===== config.mk =====
export PLATFORM = sky130hd
export DESIGN_NAME = tccu_top
export DESIGN_NICKNAME = d
export VERILOG_FILES = /design/src/shared/tccu_pkg.sv /design/src/shared/tccu_link_if.sv /design/src/rtl/tccu_top.sv /design/src/rtl/tccu_edge.sv /design/src/rtl/tccu_irq.sv
export VERILOG_INCLUDE_DIRS = /design/src /design/src/shared
export SDC_FILE = /design/constraint.sdc
export NUM_CORES = 1
export LEC_CHECK = 0
export BUFFER_PORTS_ARGS = -buffer_cell sky130_fd_sc_hd__buf_2
export CAP_MARGIN = 15
export CORE_ASPECT_RATIO = 0.75
export CORE_MARGIN = 2
export CORE_UTILIZATION = 40
export DETAILED_ROUTE_END_ITERATION = 8
export PLACE_DENSITY = 0.66
export SETUP_SLACK_MARGIN = 0.2
export SYNTH_ARGS = -nofsm -noshare
export SYNTH_HDL_FRONTEND = slang
export SYNTH_HIERARCHICAL = 1
export SYNTH_SLANG_ARGS = --single-unit
export TNS_END_PERCENT = 100

===== constraint.sdc =====
create_clock -name clk_i -period 2.5 [get_ports clk_i]
set_clock_uncertainty 0.05 [all_clocks]
set_input_delay 0.125 -clock clk_i [delete_from_list [all_inputs] [get_ports clk_i]]
set_output_delay 0.125 -clock clk_i [all_outputs]
set_load 0.01 [all_outputs]

===== src/shared/tccu_params.svh =====
// tccu_params.svh: register indices, field positions, reset values, counts
// assumes byte address = 4 * index on the wishbone bus
`ifndef TCCU_PARAMS_SVH
`define TCCU_PARAMS_SVH
// register indices
`define TCCU_IDX_CTL1 8'h17
`define TCCU_IDX_CTL2 8'h1D
`define TCCU_IDX_IEN_A 8'h8C
`define TCCU_IDX_IEN_B 8'h8D
`define TCCU_IDX_FLAGS 8'h0C
`define TCCU_IDX_FLAG_CLR 8'h40
`define TCCU_IDX_TMR_LO 8'h41
`define TCCU_IDX_TMR_HI 8'h42
`define TCCU_IDX_CAP_LO 8'h43
`define TCCU_IDX_CAP_HI 8'h44
`define TCCU_IDX_TMR_CTL 8'h45
// field positions
`define TCCU_BIT_CAP_FLAG 2
`define TCCU_BIT_TMR_OVF 0
`define TCCU_BIT_TMR_RUN 0
`define TCCU_CTL_DUTY_LSB 4
// reset values
`define TCCU_RST_CTL 6'h00
`define TCCU_RST_BYTE 8'h00
`define TCCU_RST_WORD 16'h0000
// prescaler terminal counts
`define TCCU_PRE4_LAST 4'h3
`define TCCU_PRE16_LAST 4'hF
`endif


===== src/shared/tccu_pkg.sv =====
// tccu_pkg: mode codes and mode decoding shared by the unit's modules
// assumes the four-bit mode field of the unit control register
package tccu_pkg;
   typedef enum logic [3:0] {
      TCCU_OFF = 4'h0,
      CAP_FALL = 4'h4,
      CAP_RISE = 4'h5,
      CAP_RISE4 = 4'h6,
      CAP_RISE16 = 4'h7,
      CMP_SET = 4'h8,
      CMP_CLR = 4'h9,
      CMP_FLAG = 4'hA,
      CMP_TRIG = 4'hB
   } tccu_mode_t;

   function automatic logic is_capture(input logic [3:0] m);
      return m[3:2] == 2'b01;
   endfunction : is_capture

   function automatic logic is_compare(input logic [3:0] m);
      return m[3:2] == 2'b10;
   endfunction : is_compare

   function automatic logic is_pwm(input logic [3:0] m);
      return m[3:2] == 2'b11;
   endfunction : is_pwm
endpackage : tccu_pkg


===== src/shared/tccu_link_if.sv =====
// tccu_link_if: signals between the unit core, edge detector and flag block
// assumes all three sit on one clock
`timescale 1ns/100ps
interface tccu_link_if;
   logic [3:0] mode;
   logic pin;
   logic evt;
   logic [7:0] set;
   logic [7:0] clr;
   logic [7:0] en;
   logic [7:0] flags;
   logic irq;
   modport edge_mp (input mode, input pin, output evt);
   modport irq_mp (input set, input clr, input en, output flags, output irq);
   modport core_mp (output mode, output pin, output set, output clr, output en,
                    input evt, input flags, input irq);
endinterface : tccu_link_if


===== src/rtl/tccu_top.sv =====
// tccu_top: capture/compare/pwm unit with its sixteen-bit timer, wishbone slave
// assumes classic wishbone master, one clock, pin synchronous to clk_i
//
// Local design decision: the Wishbone interface to the registers.
`timescale 1ns/100ps
`include "tccu_params.svh"
module tccu_top import tccu_pkg::*; (
   // clock and reset
   input wire logic clk_i,
   input wire logic rst_i,
   // wishbone slave
   input wire logic wb_cyc_i,
   input wire logic wb_stb_i,
   input wire logic wb_we_i,
   input wire logic [9:2] wb_adr_i,
   input wire logic [3:0] wb_sel_i,
   input wire logic [31:0] wb_dat_i,
   output logic [31:0] wb_dat_o,
   output logic wb_ack_o,
   // pins
   input wire logic cap_pin_i,
   output logic cmp_pin_o,
   output logic irq_o
);
   tccu_link_if lnk ();

   tccu_edge u_edge (
      .clk_i(clk_i),
      .rst_i(rst_i),
      .lnk(lnk)
   );

   tccu_irq u_irq (
      .clk_i(clk_i),
      .rst_i(rst_i),
      .lnk(lnk)
   );

   function automatic logic wr_at(input logic w, input logic [7:0] a, input logic [7:0] idx);
      return w & (a == idx);
   endfunction : wr_at

   logic [5:0] ctl1_q, ctl1_d;
   logic [5:0] ctl2_q, ctl2_d;
   logic [7:0] ien_a_q, ien_a_d;
   logic [7:0] ien_b_q, ien_b_d;
   logic [15:0] tmr_q, tmr_d;
   logic [15:0] cap_q, cap_d;
   logic run_q, run_d;
   logic out_q, out_d;
   logic eq_q, eq_d;
   logic ack_q, ack_d;
   logic [7:0] rdat_q, rdat_d;
   logic [3:0] mode;
   logic req, wr, match, trig, cap_evt, ovf, pwm_lvl;
   logic [7:0] wbyte;
   logic [7:0] adr;
   logic [9:0] duty;

   assign mode = ctl1_q[3:0];
   assign lnk.mode = mode;
   assign lnk.pin = cap_pin_i;
   assign adr = wb_adr_i;

   // wishbone: ack one cycle after the request, write lands on the ack edge
   always_comb begin
      req = wb_cyc_i & wb_stb_i;
      wr = req & wb_we_i & ack_q & wb_sel_i[0];
      wbyte = wb_dat_i[7:0];
      ack_d = req & ~ack_q;
      rdat_d = 8'h00;
      if (req & ~ack_q & ~wb_we_i) begin
         case (adr)
            `TCCU_IDX_CTL1: rdat_d = {2'b00, ctl1_q};
            `TCCU_IDX_CTL2: rdat_d = {2'b00, ctl2_q};
            `TCCU_IDX_IEN_A: rdat_d = ien_a_q;
            `TCCU_IDX_IEN_B: rdat_d = ien_b_q;
            `TCCU_IDX_FLAGS: rdat_d = lnk.flags;
            `TCCU_IDX_TMR_LO: rdat_d = tmr_q[7:0];
            `TCCU_IDX_TMR_HI: rdat_d = tmr_q[15:8];
            `TCCU_IDX_CAP_LO: rdat_d = cap_q[7:0];
            `TCCU_IDX_CAP_HI: rdat_d = cap_q[15:8];
            `TCCU_IDX_TMR_CTL: rdat_d = {7'h00, run_q};
            default: rdat_d = 8'h00;
         endcase
      end
   end

   always_ff @(posedge clk_i) begin
      if (rst_i) begin
         ack_q <= 1'b0;
         rdat_q <= `TCCU_RST_BYTE;
      end else begin
         ack_q <= ack_d;
         rdat_q <= rdat_d;
      end
   end

   assign wb_ack_o = ack_q;
   assign wb_dat_o = {24'h000000, rdat_q};

   // control and enable registers
   always_comb begin
      ctl1_d = ctl1_q;
      ctl2_d = ctl2_q;
      ien_a_d = ien_a_q;
      ien_b_d = ien_b_q;
      // mode nibble and duty low bits written together
      if (wr_at(wr, adr, `TCCU_IDX_CTL1)) begin
         ctl1_d = wbyte[5:0];
      end
      if (wr_at(wr, adr, `TCCU_IDX_CTL2)) begin
         ctl2_d = wbyte[5:0];
      end
      if (wr_at(wr, adr, `TCCU_IDX_IEN_A)) begin
         ien_a_d = wbyte;
      end
      if (wr_at(wr, adr, `TCCU_IDX_IEN_B)) begin
         ien_b_d = wbyte;
      end
   end

   always_ff @(posedge clk_i) begin
      if (rst_i) begin
         ctl1_q <= `TCCU_RST_CTL;
         ctl2_q <= `TCCU_RST_CTL;
         ien_a_q <= `TCCU_RST_BYTE;
         ien_b_q <= `TCCU_RST_BYTE;
      end else begin
         ctl1_q <= ctl1_d;
         ctl2_q <= ctl2_d;
         ien_a_q <= ien_a_d;
         ien_b_q <= ien_b_d;
      end
   end

   // timer, capture/compare register, output pin, flag events
   always_comb begin
      eq_d = tmr_q == cap_q;
      // one match per arrival, not every cycle a stopped timer sits equal
      match = is_compare(mode) & eq_d & ~eq_q;
      trig = match & (mode == CMP_TRIG);
      cap_evt = is_capture(mode) & lnk.evt;
      duty = {cap_q[7:0], ctl1_q[5:4]};
      pwm_lvl = tmr_q[9:0] < duty;
      ovf = run_q & (tmr_q == 16'hFFFF);
      run_d = run_q;
      tmr_d = tmr_q;
      cap_d = cap_q;
      out_d = out_q;
      if (wr_at(wr, adr, `TCCU_IDX_TMR_CTL)) begin
         run_d = wbyte[`TCCU_BIT_TMR_RUN];
      end
      if (trig) begin
         tmr_d = `TCCU_RST_WORD;
      end else if (wr_at(wr, adr, `TCCU_IDX_TMR_LO)) begin
         tmr_d[7:0] = wbyte;
      end else if (wr_at(wr, adr, `TCCU_IDX_TMR_HI)) begin
         tmr_d[15:8] = wbyte;
      end else if (run_q) begin
         tmr_d = tmr_q + 16'h0001;
      end
      // a capture beats a software write; unread values are simply lost
      if (cap_evt) begin
         cap_d = tmr_q;
      end else if (wr_at(wr, adr, `TCCU_IDX_CAP_LO)) begin
         cap_d[7:0] = wbyte;
      end else if (wr_at(wr, adr, `TCCU_IDX_CAP_HI)) begin
         cap_d[15:8] = wbyte;
      end
      case (mode)
         TCCU_OFF: out_d = 1'b0;
         CMP_SET: begin
            if (match) begin
               out_d = 1'b1;
            end
         end
         CMP_CLR: begin
            if (match) begin
               out_d = 1'b0;
            end
         end
         CMP_FLAG: ;
         CMP_TRIG: ;
         default: begin
            // reserved codes and capture modes leave the pin alone
            if (is_pwm(mode)) begin
               out_d = pwm_lvl;
            end
         end
      endcase
      lnk.set = 8'h00;
      lnk.set[`TCCU_BIT_CAP_FLAG] = cap_evt | match;
      lnk.set[`TCCU_BIT_TMR_OVF] = ovf;
      lnk.clr = wr_at(wr, adr, `TCCU_IDX_FLAG_CLR) ? wbyte : 8'h00;
      lnk.en = ien_a_q;
   end

   always_ff @(posedge clk_i) begin
      if (rst_i) begin
         run_q <= 1'b0;
         tmr_q <= `TCCU_RST_WORD;
         cap_q <= `TCCU_RST_WORD;
         out_q <= 1'b0;
         eq_q <= 1'b0;
      end else begin
         run_q <= run_d;
         tmr_q <= tmr_d;
         cap_q <= cap_d;
         out_q <= out_d;
         eq_q <= eq_d;
      end
   end

   assign cmp_pin_o = out_q;
   assign irq_o = lnk.irq;
endmodule : tccu_top


===== src/rtl/tccu_edge.sv =====
// tccu_edge: pin edge detection and rising-edge prescaler
// assumes the pin level is synchronous to clk_i
`timescale 1ns/100ps
`include "tccu_params.svh"
module tccu_edge import tccu_pkg::*; (
   // clock and reset
   input wire logic clk_i,
   input wire logic rst_i,
   // link to core
   tccu_link_if.edge_mp lnk
);
   logic prev_q, prev_d;
   logic [3:0] cnt_q, cnt_d;
   logic rise, fall, hit;

   always_comb begin
      // pin level only, direction unknown here: port writes count too
      rise = lnk.pin & ~prev_q;
      fall = ~lnk.pin & prev_q;
      prev_d = lnk.pin;
      cnt_d = cnt_q;
      hit = 1'b0;
      case (lnk.mode)
         TCCU_OFF: cnt_d = 4'h0;
         CAP_FALL: hit = fall;
         CAP_RISE: hit = rise;
         CAP_RISE4: begin
            // count survives a mode change, so a switch may fire early
            if (rise) begin
               hit = cnt_q >= `TCCU_PRE4_LAST;
               cnt_d = hit ? 4'h0 : cnt_q + 4'h1;
            end
         end
         CAP_RISE16: begin
            if (rise) begin
               hit = cnt_q >= `TCCU_PRE16_LAST;
               cnt_d = hit ? 4'h0 : cnt_q + 4'h1;
            end
         end
         default: ;
      endcase
      lnk.evt = hit;
   end

   always_ff @(posedge clk_i) begin
      if (rst_i) begin
         prev_q <= 1'b0;
         cnt_q <= 4'h0;
      end else begin
         prev_q <= prev_d;
         cnt_q <= cnt_d;
      end
   end
endmodule : tccu_edge


===== src/rtl/tccu_irq.sv =====
// tccu_irq: sticky event flags, enable gating and the level interrupt
// assumes set and clr are one-cycle pulses from the core
`timescale 1ns/100ps
module tccu_irq (
   // clock and reset
   input wire logic clk_i,
   input wire logic rst_i,
   // link to core
   tccu_link_if.irq_mp lnk
);
   logic [7:0] flags_q, flags_d;
   logic irq_q, irq_d;

   for (genvar i = 0; i < 8; i++) begin : g_flag
      // set beats a clear in the same cycle
      assign flags_d[i] = lnk.set[i] | (flags_q[i] & ~lnk.clr[i]);
   end

   always_comb begin
      irq_d = |(flags_d & lnk.en);
   end

   always_ff @(posedge clk_i) begin
      if (rst_i) begin
         flags_q <= 8'h00;
         irq_q <= 1'b0;
      end else begin
         flags_q <= flags_d;
         irq_q <= irq_d;
      end
   end

   assign lnk.flags = flags_q;
   assign lnk.irq = irq_q;
endmodule : tccu_irq


==> summary.log, run 1 <==
INFO  final_layout   final_layout_size_suffix_gt1_share=17.82%
INFO  setup_path     cp_data_required_time=2740ps
INFO  pwr            leakage_power=2.153nW
INFO  die            rows=36
INFO  placed_design  detailed_place_hpwl=11.73mm
INFO  die            ios=85
INFO  routing        viasPerCell=5.907
INFO  synthesis      synth.top_cell.area_share=32.32%
INFO  cts            path_clk_slew=70ps
INFO  synthesis      ys_ff_latch=86
INFO  cts            numCtsBuffers=9
INFO  grt            grt_start_max_net_pins=40
INFO  min_path       timing.hold.worst.class=in2reg
INFO  timing         final_hold_violating_endpoints=0
INFO  setup_path     timing.critical_path.arrival=2470ps
INFO  timing         setup_ws=261.6ps
INFO  grt            first_pass_grt_wire_length=25.57mm
INFO  setup_path     critPathBufInv=0
INFO  cts            sinks_on_the_clock_net=86
INFO  final_layout   layout.filler_cells=1259
INFO  setup_path     path_cells=nand3_1 > or4_1 > nor3_1 > o21ai_1 > o2111a_1 > a21oi_2
INFO  grt            grt_antenna_before_repair=0
INFO  placed_design  placement.io_buffers=33
INFO  timing         relative_slew_margins=58.37%
INFO  final_layout   final_nets=752
INFO  routing        ant_nets=0
INFO  final_layout   final-seq-area=0.001724mm2
INFO  grt            grt-ovfl-total=0
INFO  synthesis      synth_enable_flop_cells=0
INFO  cts            cts_buffer_depth=2
INFO  synthesis      synthesis.instances=653
INFO  cts            cts_tree=done
INFO  cts            clk-insertion-delay-late=350ps
INFO  synthesis      post_synth_num_cell_types=74
INFO  grt            grt_use_total=23.23%
INFO  timing         fin_setup_tns=0ps
INFO  synthesis      synth_largest_area_cell=sky130_fd_sc_hd__dfxtp_1
INFO  final_layout   antenna_cells_inserted=0
INFO  synthesis      ys.warnings.count=6
INFO  placed_design  dp_slack=275.4ps
INFO  die            core=0.01302mm2
INFO  synthesis      async_flop_share=0%
INFO  final_layout   finish.utilization=46.29%
INFO  setup_path     critPathSlowestCell=sky130_fd_sc_hd__dfxtp_1
INFO  die            die_w=137.3um
INFO  synthesis      ys.flop_type=sky130_fd_sc_hd__dfxtp_1
INFO  pwr            ir_drop=0.0004037V
INFO  die            chipHeight=103.9um
INFO  grt            grt_pass1_vias=4628
INFO  timing         rsz0062_at_grt=no
INFO  synthesis      synth.cell_area=0.005328mm2
INFO  setup_path     critPathTopFamily=simple AND/OR/NAND/NOR gates
INFO  timing         worst_pin_slew=622.5ps
INFO  flow_run       cap_violations=0
INFO  timing         final_min_period_over_clock_period=89.54%
INFO  routing        drt_iter0_drc=646
INFO  cts            clock_tree.root_cell=sky130_fd_sc_hd__clkbuf_16
INFO  pwr            p_per_area=493.2mW/mm2
INFO  final_layout   multi_input_area=0.003267mm2
INFO  die            overall_die_area=0.01427mm2
INFO  placed_design  gp_congestion=0.9656
INFO  synthesis      dominant_cell_by_count_in_the_synthesized_netlist=sky130_fd_sc_hd__dfxtp_1
INFO  timing         final_slew_violations=0
INFO  routing        num_vias=5121
INFO  routing        remaining_drc_errors=0
INFO  synthesis      top_cells_by_area_synth=sky130_fd_sc_hd__dfxtp_1 32%, sky130_fd_sc_hd__nand2_1 4.5%, sky130_fd_sc_hd__nor2_1 4.1%
INFO  routing        wirelength=16.16mm
INFO  cts            max_h_tree_level=3
INFO  run_status     run_status=finished clean
INFO  die            initial_core_util=40.93%
INFO  timing         fmax=446.7MHz
INFO  synthesis      synth_top_cells_by_count=86 x sky130_fd_sc_hd__dfxtp_1, 64 x sky130_fd_sc_hd__nand2_1, 58 x sky130_fd_sc_hd__nor2_1
INFO  routing        wl_per_cell=18.64um
INFO  timing         post-route-min-period=2238ps
INFO  setup_path     startpoint_type=flop
INFO  synthesis      part_of_the_yosys_area_used_for_sequential_elements=32.32%
INFO  final_layout   synth_to_final_area_change=13.10%
INFO  setup_path     worstSetupPathType=reg2reg
INFO  timing         finalSetupViolations=0
INFO  timing         hold_ws=65.67ps
INFO  setup_path     worst_path_largest_cell_delay=580ps
INFO  setup_path     timing.critical_path.fanout_max=9
INFO  synthesis      post_synth.cell_area_avg=8.159um2
INFO  setup_path     critical_path.endpoint_type=flop
INFO  routing        number_of_iterations_in_the_first_detailed_routing_pass=6
-- layout make-up --
type | instances | area share, %
clock buffer | 9 | 3.738
sequential | 86 | 28.61
timing repair buffer | 68 | 7.288
inverter | 20 | 1.246
multi-input combinational | 506 | 54.22
clock inverter | 7 | 1.350
tap | 171 | 3.551
-- stage by stage --
step / instances / instance area [um2] / power (mW)
global placement: 848 / 5678 / 1.584
finish: 867 / 6026 / 2.972
floorplan: 687 / 5455 / 1.544
detailed placement: 848 / 5678 / 1.589
global route: 867 / 6026 / 3.052
CTS: 867 / 6015 / 2.981
-- worst paths after layout --
path / startpoint / end / slack, ps / cells after the start
worst max-delay path: tmr_q[10] / u_irq/lnk.irq / 260 / 6
worst min-delay path: wb_dat_i[6] / ien_b_q[6] / 70 / 3
worst max register to register: tmr_q[10] / u_irq/lnk.irq / 260 / 6
worst min register to register: wb_ack_o / wb_ack_o / 410 / 1
-- registers in the layout, summed over array words and instances (netlist names) --
register and cells:
u_irq/lnk.irq 1, ien_a_q 8, cap_q 16, ien_b_q 8, u_edge/cnt_q 4, rdat_q 8
cmp_pin_o 1, eq_q 1, wb_ack_o 1, u_edge/prev_q 1, run_q 1, tmr_q 16
u_irq/lnk.flags 8, ctl1_q 6, ctl2_q 6
-- worst register-to-register path: stages (launching register included) --
cell	delay [ps]
sky130_fd_sc_hd__dfxtp_1	580
sky130_fd_sc_hd__nand3_1	200
sky130_fd_sc_hd__or4_1	520
sky130_fd_sc_hd__nor3_1	370
sky130_fd_sc_hd__o21ai_1	150
sky130_fd_sc_hd__o2111a_1	180
sky130_fd_sc_hd__a21oi_2	120
-- logic make-up (layout without fill, tap and decap cells) --
| group | Yosys count | count (layout) | synth area share [%] |
|---|---|---|---|
| compound gates | 153 | 153 | 20.86 |
| xor+xnor | 24 | 24 | 3.945 |
| fa+ha+maj | 11 | 11 | 2.583 |
| buf+inv | 95 | 104 | 8.854 |
| flops | 86 | 86 | 32.32 |
| mux | 26 | 26 | 5.049 |
| other cells | 1 | 35 | 0.07039 |
| simple gates | 257 | 257 | 26.33 |
-- metal layers --
layer | track usage, % | routed length, um | up-vias | part of all wire (%)
met1 | 34.75 | 7419 | 2429 | 46
met5 | 0 | 0 | - | 0
met3 | 5.019 | 1577 | 26 | 9.8
met2 | 33.48 | 6926 | 262 | 43
li1 | - | - | 2404 | -
met4 | 5.817 | 241 | 0 | 1.5
-- power breakdown --
part	switching, mW	internal [mW]	leakage (nW)
clock network	0.618	0.789	0.141
registers	0.00624	1.38	0.696
logic	0.125	0.0555	1.32
-- cells in the final DEF (no fill, tap or decap), drive strengths merged, types with 4 or more instances in the layout --
cell	netlist	final
and4	5	5
o41ai	4	4
nand2	65	65
nor4b	9	9
buf	44	65
conb	1	35
dfxtp	86	86
nand4	19	19
xor2	6	6
and3	4	4
mux2i	19	19
a221oi	6	6
and2	13	13
clkbuf	31	9
nand4b	5	5
mux2	7	7
o21ai	20	20
nor3	9	9
o21ba	7	7
xnor2	18	18
a31oi	12	12
a22oi	8	8
a222oi	8	8
ha	11	11
a311oi	9	9
nor2b	13	13
nor2	58	58
a21oi	40	40
nand3	38	38
a211oi	18	18
nor4	4	4
inv	19	22
-- timing repair --
item                                    in CTS  in global routing
setup buffers                                0                  0
gates resized for setup                      0                  4
hold buffers                                 3                  0
endpoints found under the hold margin        2                  0
endpoints found under the setup margin       0                 12
Note: power is estimated with default switching activity, not from simulation.
==> inputs of run 2 (changes only) <==
Settings changed: SYNTH_HIERARCHICAL 1 to default.
==> run 2 against run 1 <==
Clock power about the same; maximum frequency is 1.3% higher; total power fell by 1.2%; via count down 2.1%; die area down 4.4%; worst hold slack improved by 25 ps; sequential power about the same; combinational power is 12% lower; synthesized cell count is 1.2% lower; area after synthesis shrank 4.5%; routed wire length shrank 0.28%; largest cell class unchanged; highest routed layer unchanged.
==> summary.log, run 2 <==
INFO  setup_path     timing.critical_path.arrival=2370ps [-100 ps]
INFO  timing         worst_pin_slew=663.6ps [+41.16 ps]
INFO  cts            clk-insertion-delay-late=350ps [about the same]
INFO  placed_design  placement.io_buffers=33 [unchanged]
INFO  routing        wl_per_cell=18.87um [+1.2%]
INFO  timing         post-route-min-period=2210ps [-28.11 ps]
INFO  pwr            overall_power=2.937mW [-1.2%]
INFO  grt            grt_start_max_net_pins=38 [-5.0%]
INFO  timing         final_hold_violating_endpoints=0 [unchanged]
INFO  min_path       timing.hold.worst.class=in2reg
INFO  routing        viasPerCell=5.870 [-0.62%]
INFO  placed_design  dp_slack=-35.42ps [-310.8 ps]
INFO  cts            max_h_tree_level=3 [unchanged]
INFO  timing         setup_ws=289.7ps [+28.11 ps]
INFO  cts            sinks_on_the_clock_net=86 [unchanged]
INFO  cts            path_clk_slew=70ps [about the same]
INFO  synthesis      async_flop_share=0% [unchanged]
INFO  timing         final_slew_violations=0 [unchanged]
INFO  grt            grt-ovfl-total=0 [unchanged]
INFO  synthesis      synth_top_cells_by_count=86 x sky130_fd_sc_hd__dfxtp_1, 69 x sky130_fd_sc_hd__nor2_1, 62 x sky130_fd_sc_hd__nand2_1
INFO  pwr            ir_drop=0.0003393V [-16%]
INFO  final_layout   layout_top_registers=cap_q x16, tmr_q x16
INFO  die            initial_core_util=41.20% [+0.27 points]
INFO  final_layout   layout.cells.most_common_list=86 x sky130_fd_sc_hd__dfxtp_1, 69 x sky130_fd_sc_hd__nor2_1, 62 x sky130_fd_sc_hd__nand2_1, 53 x sky130_fd_sc_hd__a21oi_1, 47 x sky130_fd_sc_hd__buf_4
INFO  die            rows=35 [-2.8%]
INFO  final_layout   synth_to_final_area_change=15.03%
INFO  grt            grt_pass1_vias=4466 [-3.5%]
INFO  die            core=0.01235mm2 [-5.1%]
INFO  synthesis      ys.flop_type=sky130_fd_sc_hd__dfxtp_1
INFO  die            die_w=134.2um [-2.2%]
INFO  die            overall_die_area=0.01365mm2 [-4.4%]
INFO  placed_design  gp_congestion=0.9492 [-1.7%]
INFO  cts            numCtsBuffers=9 [unchanged]
INFO  placed_design  detailed_place_hpwl=11.63mm [-0.82%]
INFO  final_layout   layout.cell_area.non_filler=0.005852mm2 [-2.9%]
INFO  cts            clock_tree.root_cell=sky130_fd_sc_hd__clkbuf_16
INFO  grt            grt_use_total=23.58% [+0.36 points]
INFO  timing         finalSetupViolations=0 [unchanged]
INFO  setup_path     timing.critical_path.fanout_max=5 [-4]
INFO  routing        wirelength=16.12mm [-0.28%]
INFO  synthesis      ys_ff_latch=86 [unchanged]
INFO  die            ios=85 [unchanged]
INFO  timing         rsz0062_at_grt=no
INFO  routing        drt_iter0_drc=568 [-12%]
INFO  timing         relative_slew_margins=55.46% [-2.9 points]
INFO  grt            grt_antenna_before_repair=0 [unchanged]
INFO  routing        num_vias=5013 [-2.1%]
INFO  pwr            p_per_area=502.0mW/mm2 [+1.8%]
INFO  timing         hold_ws=90.22ps [+24.55 ps]
INFO  synthesis      synth.top_cell.area_share=33.84% [+1.5 points]
INFO  setup_path     worstSetupPathType=in2reg
INFO  synthesis      synth.cell_area=0.005087mm2 [-4.5%]
INFO  routing        ant_nets=0 [unchanged]
INFO  final_layout   final_nets=744 [-1.1%]
INFO  synthesis      part_of_the_yosys_area_used_for_sequential_elements=33.84% [+1.5 points]
INFO  timing         fin_setup_tns=0ps [unchanged]
INFO  setup_path     startpoint_type=primary input
INFO  synthesis      dominant_cell_by_count_in_the_synthesized_netlist=sky130_fd_sc_hd__dfxtp_1
INFO  final_layout   final_layout_size_suffix_gt1_share=16.72% [-1.1 points]
INFO  cts            cts_buffer_depth=2 [unchanged]
INFO  setup_path     cp_data_required_time=2660ps [-80 ps]
INFO  timing         fmax=452.4MHz [+1.3%]
INFO  placed_design  placement.cell_area=0.005523mm2 [-2.7%]
INFO  cts            cts_tree=done
INFO  grt            first_pass_grt_wire_length=24.75mm [-3.2%]
INFO  pwr            leakage_power=2.222nW [+3.2%]
INFO  routing        number_of_iterations_in_the_first_detailed_routing_pass=7 [+1]
INFO  final_layout   layout_commonest_cell=sky130_fd_sc_hd__dfxtp_1
INFO  synthesis      synthesis.instances=645 [-1.2%]
INFO  run_status     run_status=finished clean
INFO  final_layout   instances_no_fill=854 [-1.5%]
INFO  synthesis      synth_enable_flop_cells=0 [unchanged]
INFO  synthesis      post_synth_num_cell_types=55 [-26%]
INFO  flow_run       cap_violations=0 [unchanged]
INFO  final_layout   antenna_cells_inserted=0 [unchanged]
INFO  synthesis      post_synth.cell_area_avg=7.887um2 [-3.3%]
INFO  placed_design  place_inst=836 [-1.4%]
INFO  die            chipHeight=101.7um [-2.2%]
INFO  timing         final_min_period_over_clock_period=88.41% [-1.1 points]
INFO  routing        remaining_drc_errors=0 [unchanged]
INFO  setup_path     critical_path.endpoint_type=flop
INFO  synthesis      synth_largest_area_cell=sky130_fd_sc_hd__dfxtp_1
INFO  final_layout   finish.utilization=47.39% [+1.1 points]
INFO  synthesis      ys.warnings.count=0 [-6]
INFO  synthesis      top_cells_by_area_synth=sky130_fd_sc_hd__dfxtp_1 34%, sky130_fd_sc_hd__mux2i_1 6.5%, sky130_fd_sc_hd__a21oi_1 5.2%
==> run 2: cell count changes in the layout (fill, tap and decap cells not counted), moves of 11 or more <==
cell and delta:
sky130_fd_sc_hd__a21oi_1 +16, sky130_fd_sc_hd__a22oi_1 +17, sky130_fd_sc_hd__and2_1 -11, sky130_fd_sc_hd__buf_4 +16, sky130_fd_sc_hd__conb_1 -11, sky130_fd_sc_hd__mux2i_1 +14
sky130_fd_sc_hd__nand4_1 -14, sky130_fd_sc_hd__nor2_1 +11, sky130_fd_sc_hd__xnor2_1 -16, sky130_fd_sc_hd__xor2_1 +15
==> run 2: kinds of logic after synthesis <==
logic type	Yosys count	share of synthesized area (%)
fa+ha+maj	11	2.705
simple gates	231	21.91
other cells	1	0.07371
buf+inv	91	8.731
flops	86	33.84
mux	39	7.821
compound gates	163	20.95
xor+xnor	23	3.960
==> run 2: worst max-delay path: stages <==
cell and delay (ps):
sky130_fd_sc_hd__buf_2 120, sky130_fd_sc_hd__or4b_4 530, sky130_fd_sc_hd__or3_1 410, sky130_fd_sc_hd__nor4_1 270
sky130_fd_sc_hd__buf_4 180, sky130_fd_sc_hd__a21boi_0 100, sky130_fd_sc_hd__a221oi_1 450, sky130_fd_sc_hd__a41oi_1 180
==> run 2: where the power goes <==
part           switching, mW  total (mW)  internal, mW
clock network          0.617        1.40         0.787
logic                  0.117       0.159        0.0417
registers            0.00231        1.37          1.37
total                  0.737        2.94          2.20
==> run 2: layout make-up <==
| type | count | area [um2] |
|---|---|---|
| Clock inverter | 7 | 80.08 |
| Clock buffer | 9 | 225.2 |
| Inverter | 13 | 48.80 |
| Multi-Input combinational cell | 491 | 3020 |
| Sequential cell | 86 | 1722 |
| Timing Repair Buffer | 82 | 548.0 |
| Fill cell | 1208 | 6497 |
| Tap cell | 166 | 207.7 |
==> run 2: worst paths after layout <==
check | start | cells after the start | slack (ps) | end
worst max register to register | tmr_q[0] | 9 | 410 | tmr_q[14]
worst min-delay path | wb_stb_i | 3 | 90 | wb_ack_o
worst max-delay path | wb_adr_i[9] | 8 | 290 | u_irq.lnk.irq
worst min register to register | ien_b_q[1] | 2 | 410 | ien_b_q[1]
==> run 2: layer usage <==
layer,part of all wire [%],track usage (%),vias up
li1,-,-,2335
met3,12,7.608,35
met2,41,33.91,290
met4,1.7,6.397,0
met5,0,0,-
met1,45,33.82,2353
==> run 2: repair_timing <==
item	4_1_cts	5_1_grt
hold endpoints to repair	1	0
gates resized for setup	0	1
setup buffers	0	1
setup endpoints to repair	0	17
hold buffers	1	0
